[config.mk]
export PLATFORM = sky130hd
export DESIGN_NAME = std_req_responder
export DESIGN_NICKNAME = d
export VERILOG_FILES = /design/src/design/setup_capture.v /design/src/design/std_req_responder.v
export VERILOG_INCLUDE_DIRS = /design/src /design/src/design
export SDC_FILE = /design/constraint.sdc
export NUM_CORES = 1
export LEC_CHECK = 0
export ABC_AREA = 1
export BUFFER_PORTS_ARGS = -buffer_cell sky130_fd_sc_hd__buf_2
export CAP_MARGIN = 20
export CORE_UTILIZATION = 42
export CTS_CLUSTER_SIZE = 20
export DETAILED_ROUTE_END_ITERATION = 12
export PLACE_DENSITY_LB_ADDON = 0.2
export SETUP_SLACK_MARGIN = 0.3
export SLEW_MARGIN = 40
export SYNTH_ARGS = -nofsm -noshare
export SYNTH_HDL_FRONTEND = slang
export SYNTH_SLANG_ARGS = --single-unit
[constraint.sdc]
create_clock -name mclk -period 4.9 [get_ports mclk]
set_clock_uncertainty 0.15 [all_clocks]
set_input_delay 1.225 -clock mclk [delete_from_list [all_inputs] [get_ports mclk]]
set_output_delay 1.225 -clock mclk [all_outputs]
set_load 0.005 [all_outputs]
[src/design/req_consts.vh]
// Purpose: Constants of the standard request responder
// Assumes: Setup bytes arrive low byte first
// Notes:   Codes and field values shared by the design and verif files
`ifndef REQ_CONSTS_VH
`define REQ_CONSTS_VH
`define SETUP_BYTES     4'h8
`define CODE_GET_STATUS 8'h00
`define CODE_CLR_FEAT   8'h01
`define CODE_SET_FEAT   8'h03
`define CODE_SET_ADDR   8'h05
`define CODE_GET_DESC   8'h06
`define CODE_GET_CONF   8'h08
`define CODE_SET_CONF   8'h09
`define CODE_GET_IFACE  8'h0A
`define CODE_SET_IFACE  8'h0B
`define TYPE_OUT_DEV    8'h00
`define TYPE_OUT_IFACE  8'h01
`define TYPE_OUT_EP     8'h02
`define TYPE_IN_DEV     8'h80
`define TYPE_IN_IFACE   8'h81
`define TYPE_IN_EP      8'h82
`define EP0_OUT_IDX     16'h0000
`define EP0_IN_IDX      16'h0080
`define EP1_IDX         16'h0081
`define EP2_IDX         16'h0002
`define DESC_DEVICE     16'h0100
`define DESC_CONFIG     16'h0200
`define DEV_DESC_LEN    9'h012
`define FEAT_WAKEUP     16'h0001
`define FEAT_HALT       16'h0000
`define MAX_ADDR        16'h007F
`define MAX_CONF        8'h01
`define WAKE_BIT        1
`define HALT_BIT        0
`define ST_DEFAULT      2'h0
`define ST_ADDRESSED    2'h1
`define ST_CONFIGURED   2'h2
`define HS_ACK          2'h1
`define HS_NAK          2'h2
`define HS_STALL        2'h3
`define K_NONE          4'h0
`define K_GET_IFACE     4'h1
`define K_GET_CONF      4'h2
`define K_GET_DESC      4'h3
`define K_GET_STATUS    4'h4
`define K_CLR_FEAT      4'h5
`define K_SET_FEAT      4'h6
`define K_SET_IFACE     4'h7
`define K_SET_CONF      4'h8
`define K_SET_ADDR      4'h9
`endif

[src/design/setup_capture.v]
// Purpose: Collects the eight bytes of a SETUP data packet
// Assumes: Bytes arrive in offset order after the SETUP token
// Notes:   Byte i sits at bits 8i+7..8i
`timescale 1ns/1ps
`default_nettype none
`include "req_consts.vh"
module setup_capture
(
  input  wire        mclk,
  input  wire        sys_rst,
  input  wire        start,
  input  wire        byte_vld,
  input  wire [7:0]  byte_in,
  output wire [63:0] bytes,
  output reg         done_q
);
  reg [3:0] idx_q;
  reg [7:0] mem_q [0:7];
  genvar i;
  generate
    for (i = 0; i < 8; i = i + 1)
    begin : g_byte
      assign bytes[8*i+7:8*i] = mem_q[i];
      always @(posedge mclk)
      begin
        if (sys_rst)
          mem_q[i] <= 8'h00;
        else if (byte_vld && idx_q == i && idx_q < `SETUP_BYTES)
          mem_q[i] <= byte_in;
      end
    end
  endgenerate
  always @(posedge mclk)
  begin
    if (sys_rst)
    begin
      idx_q  <= 4'h0;
      done_q <= 1'b0;
    end
    else
    begin
      done_q <= 1'b0;
      if (start)
        idx_q <= 4'h0;
      else if (byte_vld && idx_q < `SETUP_BYTES)
      begin
        idx_q <= idx_q + 4'h1;
        if (idx_q == `SETUP_BYTES - 4'h1)
          done_q <= 1'b1;
      end
    end
  end
endmodule
`default_nettype wire

[src/design/std_req_responder.v]
// Purpose: Answers standard control requests on endpoint 0 in hardware
// Assumes: SIE gives tokens, setup bytes and host ACK as one-cycle pulses
// Notes:   Descriptor bytes are fetched by the SIE using reply_len
`timescale 1ns/1ps
`default_nettype none
`include "req_consts.vh"
module std_req_responder
#(
  parameter IFACES = 5
)
(
  input  wire        mclk,
  input  wire        sys_rst,
  input  wire        setup_tok,
  input  wire        rx_vld,
  input  wire [7:0]  rx_byte,
  input  wire        stage_tok,
  input  wire        stage_is_status,
  input  wire        host_ack,
  input  wire        resp_ready,
  input  wire [2:0]  active_interface_count,
  input  wire [4:0]  active_alt_setting,
  input  wire [3:0]  ep_one_interface_map,
  input  wire [3:0]  ep_two_interface_map,
  input  wire [7:0]  desc_len_m1,
  output reg         hs_vld_q,
  output reg  [1:0]  hs_code_q,
  output reg         zlp_send_q,
  output reg  [8:0]  reply_len_q,
  output reg  [15:0] reply_data_q,
  output reg  [3:0]  req_kind_q,
  output reg         firmware_decode_irq,
  output reg  [63:0] setup_bytes_q,
  output reg  [1:0]  dev_state_q,
  output reg  [6:0]  usb_addr_q,
  output reg  [7:0]  config_value_q,
  output reg  [7:0]  device_status_low,
  output reg  [7:0]  ep_zero_status_low,
  output reg  [15:0] endpoint_status_low,
  output reg         ep_zero_halt_flag,
  output reg  [4:0]  alt_q,
  output reg  [2:0]  toggle_reset_q
);
  wire [63:0] cap;
  wire        cap_done;
  setup_capture u_cap
  (
    .mclk    (mclk),
    .sys_rst (sys_rst),
    .start   (setup_tok),
    .byte_vld(rx_vld),
    .byte_in (rx_byte),
    .bytes   (cap),
    .done_q  (cap_done)
  );

  // Field split
  wire [7:0]  rtype = cap[7:0];
  wire [7:0]  rcode = cap[15:8];
  wire [15:0] wval  = cap[31:16];
  wire [15:0] widx  = cap[47:32];
  wire [15:0] wlen  = cap[63:48];
  wire        cfg   = dev_state_q == `ST_CONFIGURED;

  // Endpoint validity per mapping
  wire ep1_ok = cfg && ep_one_interface_map[2:0] <= active_interface_count
                && alt_q[ep_one_interface_map[2:0]] == ep_one_interface_map[3];
  wire ep2_ok = cfg && ep_two_interface_map[2:0] <= active_interface_count
                && alt_q[ep_two_interface_map[2:0]] == ep_two_interface_map[3];
  wire t_ep0  = widx == `EP0_OUT_IDX || widx == `EP0_IN_IDX;
  wire t_ep1  = widx == `EP1_IDX;
  wire t_ep2  = widx == `EP2_IDX;
  wire t_epx  = t_ep0 || t_ep1 || t_ep2;
  wire epx_ok = t_ep0 || (t_ep1 && ep1_ok) || (t_ep2 && ep2_ok);
  wire if_ok  = widx[15:3] == 13'h0000
                && widx[2:0] <= active_interface_count;
  wire alt_ok = wval[15:1] == 15'h0000
                && (!wval[0] || active_alt_setting[widx[2:0]]);
  wire [8:0] desc_sz = (wval == `DESC_DEVICE) ? `DEV_DESC_LEN
                       : {1'b0, desc_len_m1} + 9'h001;

  reg [3:0] kind;
  reg       bad;
  reg       has_data;
  always @*
  begin
    kind     = `K_NONE;
    bad      = 1'b0;
    has_data = 1'b0;
    case (rcode)
      `CODE_GET_IFACE:
        if (rtype == `TYPE_IN_IFACE && wval == 16'h0000 && wlen == 16'h0001
            && widx[15:3] == 13'h0000)
        begin
          kind = `K_GET_IFACE;
          bad  = !cfg || !if_ok;
        end
      `CODE_GET_CONF:
        if (rtype == `TYPE_IN_DEV && wval == 16'h0000 && widx == 16'h0000
            && wlen == 16'h0001)
          kind = `K_GET_CONF;
      `CODE_GET_DESC:
        if (rtype == `TYPE_IN_DEV && widx == 16'h0000
            && (wval == `DESC_DEVICE || wval == `DESC_CONFIG))
          kind = `K_GET_DESC;
      `CODE_GET_STATUS:
        if (wval == 16'h0000 && wlen == 16'h0002)
        begin
          if (rtype == `TYPE_IN_DEV && widx == 16'h0000)
            kind = `K_GET_STATUS;
          else if (rtype == `TYPE_IN_EP && t_epx)
          begin
            kind = `K_GET_STATUS;
            bad  = !epx_ok;
          end
        end
      `CODE_CLR_FEAT, `CODE_SET_FEAT:
        if (wlen == 16'h0000)
        begin
          if (rtype == `TYPE_OUT_DEV && wval == `FEAT_WAKEUP && widx == 16'h0000)
            kind = (rcode == `CODE_CLR_FEAT) ? `K_CLR_FEAT : `K_SET_FEAT;
          else if (rtype == `TYPE_OUT_EP && wval == `FEAT_HALT && t_epx)
          begin
            kind = (rcode == `CODE_CLR_FEAT) ? `K_CLR_FEAT : `K_SET_FEAT;
            bad  = !epx_ok;
          end
        end
      `CODE_SET_IFACE:
        if (rtype == `TYPE_OUT_IFACE && wlen == 16'h0000 && wval[15:3] == 13'h0000
            && widx[15:3] == 13'h0000)
        begin
          kind = `K_SET_IFACE;
          bad  = !cfg || !if_ok || !alt_ok;
        end
      `CODE_SET_CONF:
        if (rtype == `TYPE_OUT_DEV && widx == 16'h0000 && wlen == 16'h0000
            && wval[15:8] == 8'h00)
        begin
          kind = `K_SET_CONF;
          bad  = wval[7:0] > `MAX_CONF;
        end
      `CODE_SET_ADDR:
        if (rtype == `TYPE_OUT_DEV && widx == 16'h0000 && wlen == 16'h0000)
        begin
          kind = `K_SET_ADDR;
          bad  = wval > `MAX_ADDR;
        end
      default:
        kind = `K_NONE;
    endcase
    has_data = kind == `K_GET_IFACE || kind == `K_GET_CONF
               || kind == `K_GET_DESC || kind == `K_GET_STATUS;
  end

  // Reply contents for data stages
  reg [8:0]  rlen;
  reg [15:0] rdat;
  always @*
  begin
    rlen = 9'h000;
    rdat = 16'h0000;
    case (kind)
      `K_GET_IFACE:
      begin
        rlen = 9'h001;
        rdat = {15'h0000, alt_q[widx[2:0]]};
      end
      `K_GET_CONF:
      begin
        rlen = 9'h001;
        rdat = {8'h00, config_value_q};
      end
      `K_GET_DESC:
        rlen = (wlen < {7'h00, desc_sz}) ? wlen[8:0] : desc_sz;
      `K_GET_STATUS:
      begin
        rlen = 9'h002;
        if (rtype == `TYPE_IN_DEV)
          rdat = {8'h00, device_status_low};
        else if (t_ep0)
          rdat = {8'h00, ep_zero_status_low};
        else if (t_ep1)
          rdat = {8'h00, endpoint_status_low[7:0]};
        else
          rdat = {8'h00, endpoint_status_low[15:8]};
      end
      default:
        rlen = 9'h000;
    endcase
  end

  // Request context
  reg active_q;
  reg stall_q;
  reg fw_q;
  reg exempt_q;
  reg data_q;
  reg done_q;
  wire halt_block = ep_zero_halt_flag && !exempt_q && !fw_q;
  wire commit = host_ack && stage_is_status && active_q && !fw_q && !stall_q
                && !halt_block && !done_q && !data_q && resp_ready;
  wire [15:0] cv = setup_bytes_q[31:16];
  wire [15:0] ci = setup_bytes_q[47:32];
  wire        c_dev = setup_bytes_q[7:0] == `TYPE_OUT_DEV;
  wire        c_ep0 = ci == `EP0_OUT_IDX || ci == `EP0_IN_IDX;
  wire        c_ep1 = ci == `EP1_IDX;

  always @(posedge mclk)
  begin
    if (sys_rst)
    begin
      active_q            <= 1'b0;
      stall_q             <= 1'b0;
      fw_q                <= 1'b0;
      exempt_q            <= 1'b0;
      data_q              <= 1'b0;
      done_q              <= 1'b0;
      req_kind_q          <= `K_NONE;
      setup_bytes_q       <= 64'h0;
      reply_len_q         <= 9'h000;
      reply_data_q        <= 16'h0000;
      firmware_decode_irq <= 1'b0;
    end
    else
    begin
      firmware_decode_irq <= 1'b0;
      if (setup_tok)
      begin
        active_q <= 1'b0;
        stall_q  <= 1'b0;
        done_q   <= 1'b0;
      end
      else if (cap_done)
      begin
        active_q      <= 1'b1;
        setup_bytes_q <= cap;
        req_kind_q    <= kind;
        fw_q          <= kind == `K_NONE;
        firmware_decode_irq <= kind == `K_NONE;
        stall_q       <= bad;
        data_q        <= has_data;
        reply_len_q   <= rlen;
        reply_data_q  <= rdat;
        exempt_q      <= ((kind == `K_GET_STATUS && rtype == `TYPE_IN_EP)
                          || kind == `K_SET_FEAT || kind == `K_CLR_FEAT)
                         && rtype == `TYPE_OUT_EP | rtype == `TYPE_IN_EP
                         && t_ep0;
      end
      else if (stage_tok && stage_is_status)
        data_q <= 1'b0;
      if (commit)
        done_q <= 1'b1;
    end
  end

  // Handshake and null packet generation
  always @(posedge mclk)
  begin
    if (sys_rst)
    begin
      hs_vld_q   <= 1'b0;
      hs_code_q  <= `HS_NAK;
      zlp_send_q <= 1'b0;
    end
    else
    begin
      hs_vld_q   <= 1'b0;
      zlp_send_q <= 1'b0;
      if (stage_tok && active_q && fw_q)
        zlp_send_q <= !stage_is_status && setup_bytes_q[7]
                      && setup_bytes_q[63:48] == 16'h0000;
      else if (stage_tok)
      begin
        hs_vld_q <= 1'b1;
        if (active_q && (stall_q || halt_block))
          hs_code_q <= `HS_STALL;
        else if (!active_q || !resp_ready)
          hs_code_q <= `HS_NAK;
        else
          hs_code_q <= `HS_ACK;
      end
    end
  end

  // State, address and status bytes
  always @(posedge mclk)
  begin
    if (sys_rst)
    begin
      dev_state_q         <= `ST_DEFAULT;
      usb_addr_q          <= 7'h00;
      config_value_q      <= 8'h00;
      device_status_low   <= 8'h00;
      ep_zero_status_low  <= 8'h00;
      endpoint_status_low <= 16'h0000;
      ep_zero_halt_flag   <= 1'b0;
      toggle_reset_q      <= 3'h0;
    end
    else
    begin
      toggle_reset_q <= 3'h0;
      if (commit)
      begin
        case (req_kind_q)
          `K_CLR_FEAT, `K_SET_FEAT:
          begin
            if (c_dev)
              device_status_low[`WAKE_BIT] <= req_kind_q == `K_SET_FEAT;
            else if (c_ep0)
            begin
              ep_zero_status_low[`HALT_BIT] <= req_kind_q == `K_SET_FEAT;
              ep_zero_halt_flag <= req_kind_q == `K_SET_FEAT;
            end
            else if (c_ep1)
              endpoint_status_low[`HALT_BIT] <= req_kind_q == `K_SET_FEAT;
            else
              endpoint_status_low[8+`HALT_BIT] <= req_kind_q == `K_SET_FEAT;
            if (!c_dev && req_kind_q == `K_CLR_FEAT)
              toggle_reset_q <= {!c_ep0 && !c_ep1, c_ep1, c_ep0};
          end
          `K_SET_CONF:
          begin
            config_value_q <= cv[7:0];
            if (cv[0])
              dev_state_q <= `ST_CONFIGURED;
            else
              dev_state_q <= (usb_addr_q != 7'h00) ? `ST_ADDRESSED : `ST_DEFAULT;
          end
          `K_SET_ADDR:
          begin
            usb_addr_q <= cv[6:0];
            if (dev_state_q != `ST_CONFIGURED)
              dev_state_q <= (cv[6:0] != 7'h00) ? `ST_ADDRESSED : `ST_DEFAULT;
          end
          default:
            dev_state_q <= dev_state_q;
        endcase
      end
    end
  end

  // Current alternate setting per interface
  genvar g;
  generate
    for (g = 0; g < IFACES; g = g + 1)
    begin : g_alt
      always @(posedge mclk)
      begin
        if (sys_rst)
          alt_q[g] <= 1'b0;
        else if (commit && req_kind_q == `K_SET_IFACE && ci[2:0] == g)
          alt_q[g] <= cv[0];
      end
    end
  endgenerate
endmodule
`default_nettype wire

---- After elaboration in Yosys (flattened, before gate mapping) ----
Memory sizes are Yosys's and may differ from the RTL's.
Index checks and enable logic that the tools add are counted.
W data, S select, Z words.
word-level totals
  register bits ........................... 138
  bits in latches ......................... 0
  bits in writable memories ............... 64
  bits in read-only memories .............. 0
  bits of input ports ..................... 40
  memories kept ........................... 1
cells by class
  $add $sub $neg .......................... 2
  $mul .................................... 0
  divide/modulo/power cells ............... 0
  $lt $le $gt $ge ......................... 10
  eq/ne operators ......................... 50
  shift-type cells ........................ 0
  multiplexer cells ....................... 87
  bitwise gates (word level) .............. 19
  reduce and logical (&&, ||, !) cells .... 145
memory list
  name         depth  width  read ports  clocked after Yosys merged registers in  wr ports  RTL line            source
  u_cap.mem_q  8      8      8           0                                        8         setup_capture.v:18  reg [7:0] mem_q [0:7];
operator list
  kind                    count
  $logic_not A16 Y1       5
  $logic_and A1 B1 Y1     72
  $eq A16 B8 Y1 const B   4
  $mux W8                 8
  $mux W1                 51
  $eq A4 B3 Y1 const B    10
  $eq A16 B1 Y1 const B   2
  $eq A16 B2 Y1 const B   2
  $eq A8 B4 Y1 const B    4
  $logic_not A8 Y1        4
  $pmux W4 S8             1
  $pmux W9 S3             1
  $logic_not A13 Y1       2
  $eq A8 B8 Y1 const B    3
  $pmux W8 S3             1
  $mux W3                 7
  $mux W9                 2
  $logic_not A1 Y1        17
  $logic_or A1 B1 Y1      17
  $eq A16 B10 Y1 const B  1
  $eq A16 B9 Y1 const B   1
  $eq A4 B2 Y1 const B    4
  $eq A8 B1 Y1 const B    2
  $eq A8 B2 Y1 const B    2
  36 further kinds        90

---- Logic depth before layout (Yosys ltp) ----
An unclocked memory read counts as a cell.
  word-level depth ........................ 16
  depth in mapped cells ................... 22

---- Cells and area by module ----
From an unflattened synthesis, not the netlist that was laid out.
unflattened totals
  cells, all modules ...................... 1182
  area total of the unflattened synthesis .. 9507.9 um^2
by module, submodules not included
  module             times used  cells an instance  area each (um^2)
  std_req_responder  1           983                6761.5
  setup_capture      1           199                2746.4

---- Worst setup path after synthesis ----
Ideal clock, no wire load.
  path kind ............................... input to register
  start point ............................. input port desc_len_m1[0]
  end point ............................... register reply_len_q[8]
  setup time .............................. 132 ps
  arrival time ............................ 3141 ps
  path slack .............................. 1477 ps
  cell stages on the path ................. 12
  path buffers ............................ 1
  cells stage by stage .................... ha_1 -> nand2_1 -> nor2_1 -> inv_1 -> nor3_1 -> nand3_1 -> ha_1 -> nor4_1 -> nand2_4 -> buf_6 -> o211ai_1 -> a21oi_1
on the way
  word-level cells in the longest chain between the ends .. 5
RTL lines
  element               RTL line                 source
  from (decl)           std_req_responder.v:25   input wire [7:0] desc_len_m1,
  $add A8 B1 Y9 *       std_req_responder.v:80   : {1'b0, desc_len_m1} + 9'h001;
  $mux W9 *             std_req_responder.v:79   wire [8:0] desc_sz = (wval == `DESC_DEVICE) ? `DEV_DESC_LEN
  $lt A16 B9 Y1         std_req_responder.v:174  rlen = (wlen < {7'h00, desc_sz}) ? wlen[8:0] : desc_sz;
  $mux W9 *             std_req_responder.v:174
  $pmux W9 S3 *         std_req_responder.v:162  case (kind)
  to (signal assigned)  std_req_responder.v:242  reply_len_q <= rlen;
  to (decl)             std_req_responder.v:29   output reg [8:0] reply_len_q,
Every way passes the cells marked *; elsewhere a longest branch is shown, timed or not.
A chain may end at the register's enable or synchronous reset.

---- Worst setup path after layout ----
  start point ............................. input port desc_len_m1[0]
  end point ............................... register reply_len_q[0]
Same word-level chain as after synthesis.

==> reports/qor.yml <==
run_status:
  outcome: "complete, no violations"
route:
  vias: 8272
  drtPass1Iterations: 5
  drc: 0
  ant_nets: 0
  avgRoutedWirePerCell_um: 15.7
  drt_wl_total_um: 25400
  first_iter_violations: 487
  viasPerCell: 5.10
setup_path:
  arrival_ns: 3.69
  setup.worst_path.end_class: "flip-flop"
  path_max_fanout: 16
  start_kind: "input pin"
  required_ns: 5.11
  criticalPathCategory: "input pin to flip-flop"
placement:
  gp_congestion: 0.908
  portBuffers: 159
  place_area_mm2: 0.0103
  dp_hpwl_um: 19000
timing:
  fin_crit_ns: 3.48
  hold_viol: 0
  finalSetupTns_ns: 0
  worst_pin_slew_ns: 0.811
  max_freq_mhz: 288
  drv_slew: 0
  fin_crit_sh: 0.709
  setup_viol: 0
  rsz0062_at_grt: "false"
  slew_headroom: 0.456
clock_tree:
  numClockSinks: 194
  clkTransAtPathRegs_ns: 0.07
  cts_resized: 0
  cts_buffers: 17
  cts_tree: "built"
  clk_path_buf_depth: 2
  cts_setup_buffers: 0
  cts_root_buf: "clkbuf_16"
  htree_levels: 4
  clk_latency_ns: 0.44
  cts_hold_buf: 0
layout:
  stdcell_area_mm2: 0.0108
  antennaDiodeCount: 0
  drive_gt1_frac: 0.177
  areaGrowthSynthToFinish_pct: 15.4
  fillers: 2226
  nets: 1393
grt:
  antenna_found_initial: 0
  grt_pass1_vias: 7512
  grt.overflow.total: 0
  grt_max_degree: 82
  grt_usage: 0.224
  grt_pass1_wl_um: 39100
logic_synthesis:
  synth-main-ff-cell: "dfxtp_1"
  synth_warnings: 0
  yosysUniqueCellTypes: 47
  synthCells: 1186
  synth_enable_flop_cells: 64
  synthArstFlopShare: 0
  syn_avg_cell_area_um2: 7.91
  ys_seq_area_frac: 0.482
  ys_seq_elements: 194
  netlist_area_mm2: 0.00938
floorplanning:
  start_util: 0.429
  io_pins: 196
  row_count: 54
  die-area_mm2: 0.0229
  coreArea_mm2: 0.0219
  die_h_um: 151
  die_w_um: 151
min_path:
  hold_class: "flip-flop to flip-flop"
run:
  maxCapViolCount: 0
pwr:
  power_mw: 3.20
  power_density_mw_per_mm2: 296
  ir_worst_vdd_uv: 221
  power.leakage_nw: 4.92
sequential cells by signal, summed over array words and instances, names as in the netlist, 2 cells and up:
name and count:
u_cap.idx_q 4, setup_bytes_q 64, u_cap.mem_q 64, reply_len_q 9
config_value_q 8, hs_code_q 2, dev_state_q 2, toggle_reset_q 3
usb_addr_q 7, reply_data_q 8, alt_q 5, endpoint_status_low 2
req_kind_q 4
placed cells by master, fill, tap and decap left out, types with 8 or more instances in the layout:
| cell | Yosys | layout |
|---|---|---|
| nor2_1 | 249 | 249 |
| buf_2 | 0 | 159 |
| nand2_1 | 149 | 149 |
| dfxtp_1 | 130 | 130 |
| inv_1 | 114 | 113 |
| o21ai_0 | 104 | 104 |
| a21oi_1 | 74 | 74 |
| edfxtp_1 | 64 | 64 |
| nand3_1 | 47 | 47 |
| conb_1 | 1 | 36 |
| nor3_1 | 32 | 32 |
| ha_1 | 22 | 22 |
| nor4_1 | 19 | 19 |
| nand4_1 | 17 | 17 |
| clkbuf_16 | 0 | 17 |
| a211oi_1 | 15 | 15 |
| o211ai_1 | 9 | 9 |
| nor2_2 | 9 | 8 |
| inv_2 | 8 | 8 |
cells by family after synthesis:
logic type | count (synthesis) | share of synthesized area
AO/OA/AOI/OAI | 218 | 0.127
adder cells (fa/ha/maj) | 22 | 0.0293
buffers and inverters | 197 | 0.0952
flip-flops | 194 | 0.482
other | 1 | 0.000400
AND/OR/NAND/NOR | 554 | 0.266
area by class of cell:
class                   count  area (µm²)  share of cell area
clock buffers              17         425              0.0393
clock inverters            14         119              0.0110
inverters                 124         468              0.0432
multi-input cells         830        4110               0.379
flip-flops and latches    194        4520               0.418
well taps                 280         350              0.0324
repair buffers            164         833              0.0770
routing by layer:
layer / GRT usage / routed length (µm) / vias to the layer above / share of wire
met5: 0 / 0 / - / 0
met4: 0.0645 / 349 / 0 / 0.014
met3: 0.0389 / 1270 / 26 / 0.050
met2: 0.352 / 11500 / 229 / 0.45
met1: 0.313 / 12300 / 3830 / 0.49
li1: - / - / 4187 / -
through the flow:
stage          setup WS [ns]  cells  utilization  hold WS, ns
6_report                1.42   1623        0.495        0.309
5_1_grt                 1.09   1623        0.495        0.328
4_1_cts                 1.50   1623        0.495        0.313
3_5_place_dp            1.06   1592        0.470        0.303
3_3_place_gp            1.15   1592        0.469        0.299
2_1_floorplan           1.48   1221            -        0.294
critical path, cell delays in order:
cell and delay (ns):
buf_2 0.10, ha_1 0.16, nand2_1 0.07, nor2_1 0.12
inv_1 0.09, nor3_1 0.23, nand3_1 0.15, ha_1 0.21
nor4_1 0.65, nand2_4 0.23, nand2_1 0.11, nand3_1 0.07
nand2_1 0.08, nand2_1 0.04, a21oi_1 0.13
path summary, 6_finish.rpt:
check             depth (start not counted)               start  slack, ns              end
setup / recovery                         15      desc_len_m1[0]       1.42   reply_len_q[0]
hold / removal                            2     reply_data_q[4]       0.31  reply_data_q[4]
setup reg to reg                         19  u_cap.mem_q[0][30]       1.75   reply_len_q[0]
hold reg to reg                           2     reply_data_q[4]       0.31  reply_data_q[4]
cell usage after synthesis (2+ instances only):
cell type,n,area share
nor4_4,2,0.0045
a22oi_1,2,0.0016
nor3_4,2,0.0035
nand4_1,17,0.011
or2_2,4,0.0027
dfxtp_1,130,0.28
nand3_2,2,0.0021
inv_2,8,0.0032
buf_6,2,0.0024
inv_1,114,0.046
nor3_1,32,0.017
buf_4,37,0.030
o21ai_1,3,0.0016
nand3b_1,3,0.0024
a21oi_1,74,0.039
nor4_2,2,0.0027
a211oi_1,15,0.012
o211ai_1,9,0.0072
nand2_1,149,0.060
nand3_1,47,0.025
o21ai_0,104,0.055
or2_1,2,0.0013
a31oi_1,2,0.0013
nor2_4,3,0.0036
o22ai_1,2,0.0013
nand2_4,2,0.0024
clkbuf_1,34,0.014
nor2_1,249,0.10
nand2_2,3,0.0020
a41oi_1,2,0.0019
edfxtp_1,64,0.20
clkinv_1,2,0.00080
nor2_2,9,0.0060
ha_1,22,0.029
nor4_1,19,0.013
nor3b_1,2,0.0016
power by group:
group	internal (mW)	leakage (nW)	total [mW]	switching (mW)
clock network	0.664	0.267	1.31	0.644
logic	0.0535	2.93	0.189	0.135
registers	1.68	1.72	1.70	0.0215
(Power assumes the default switching activity.)
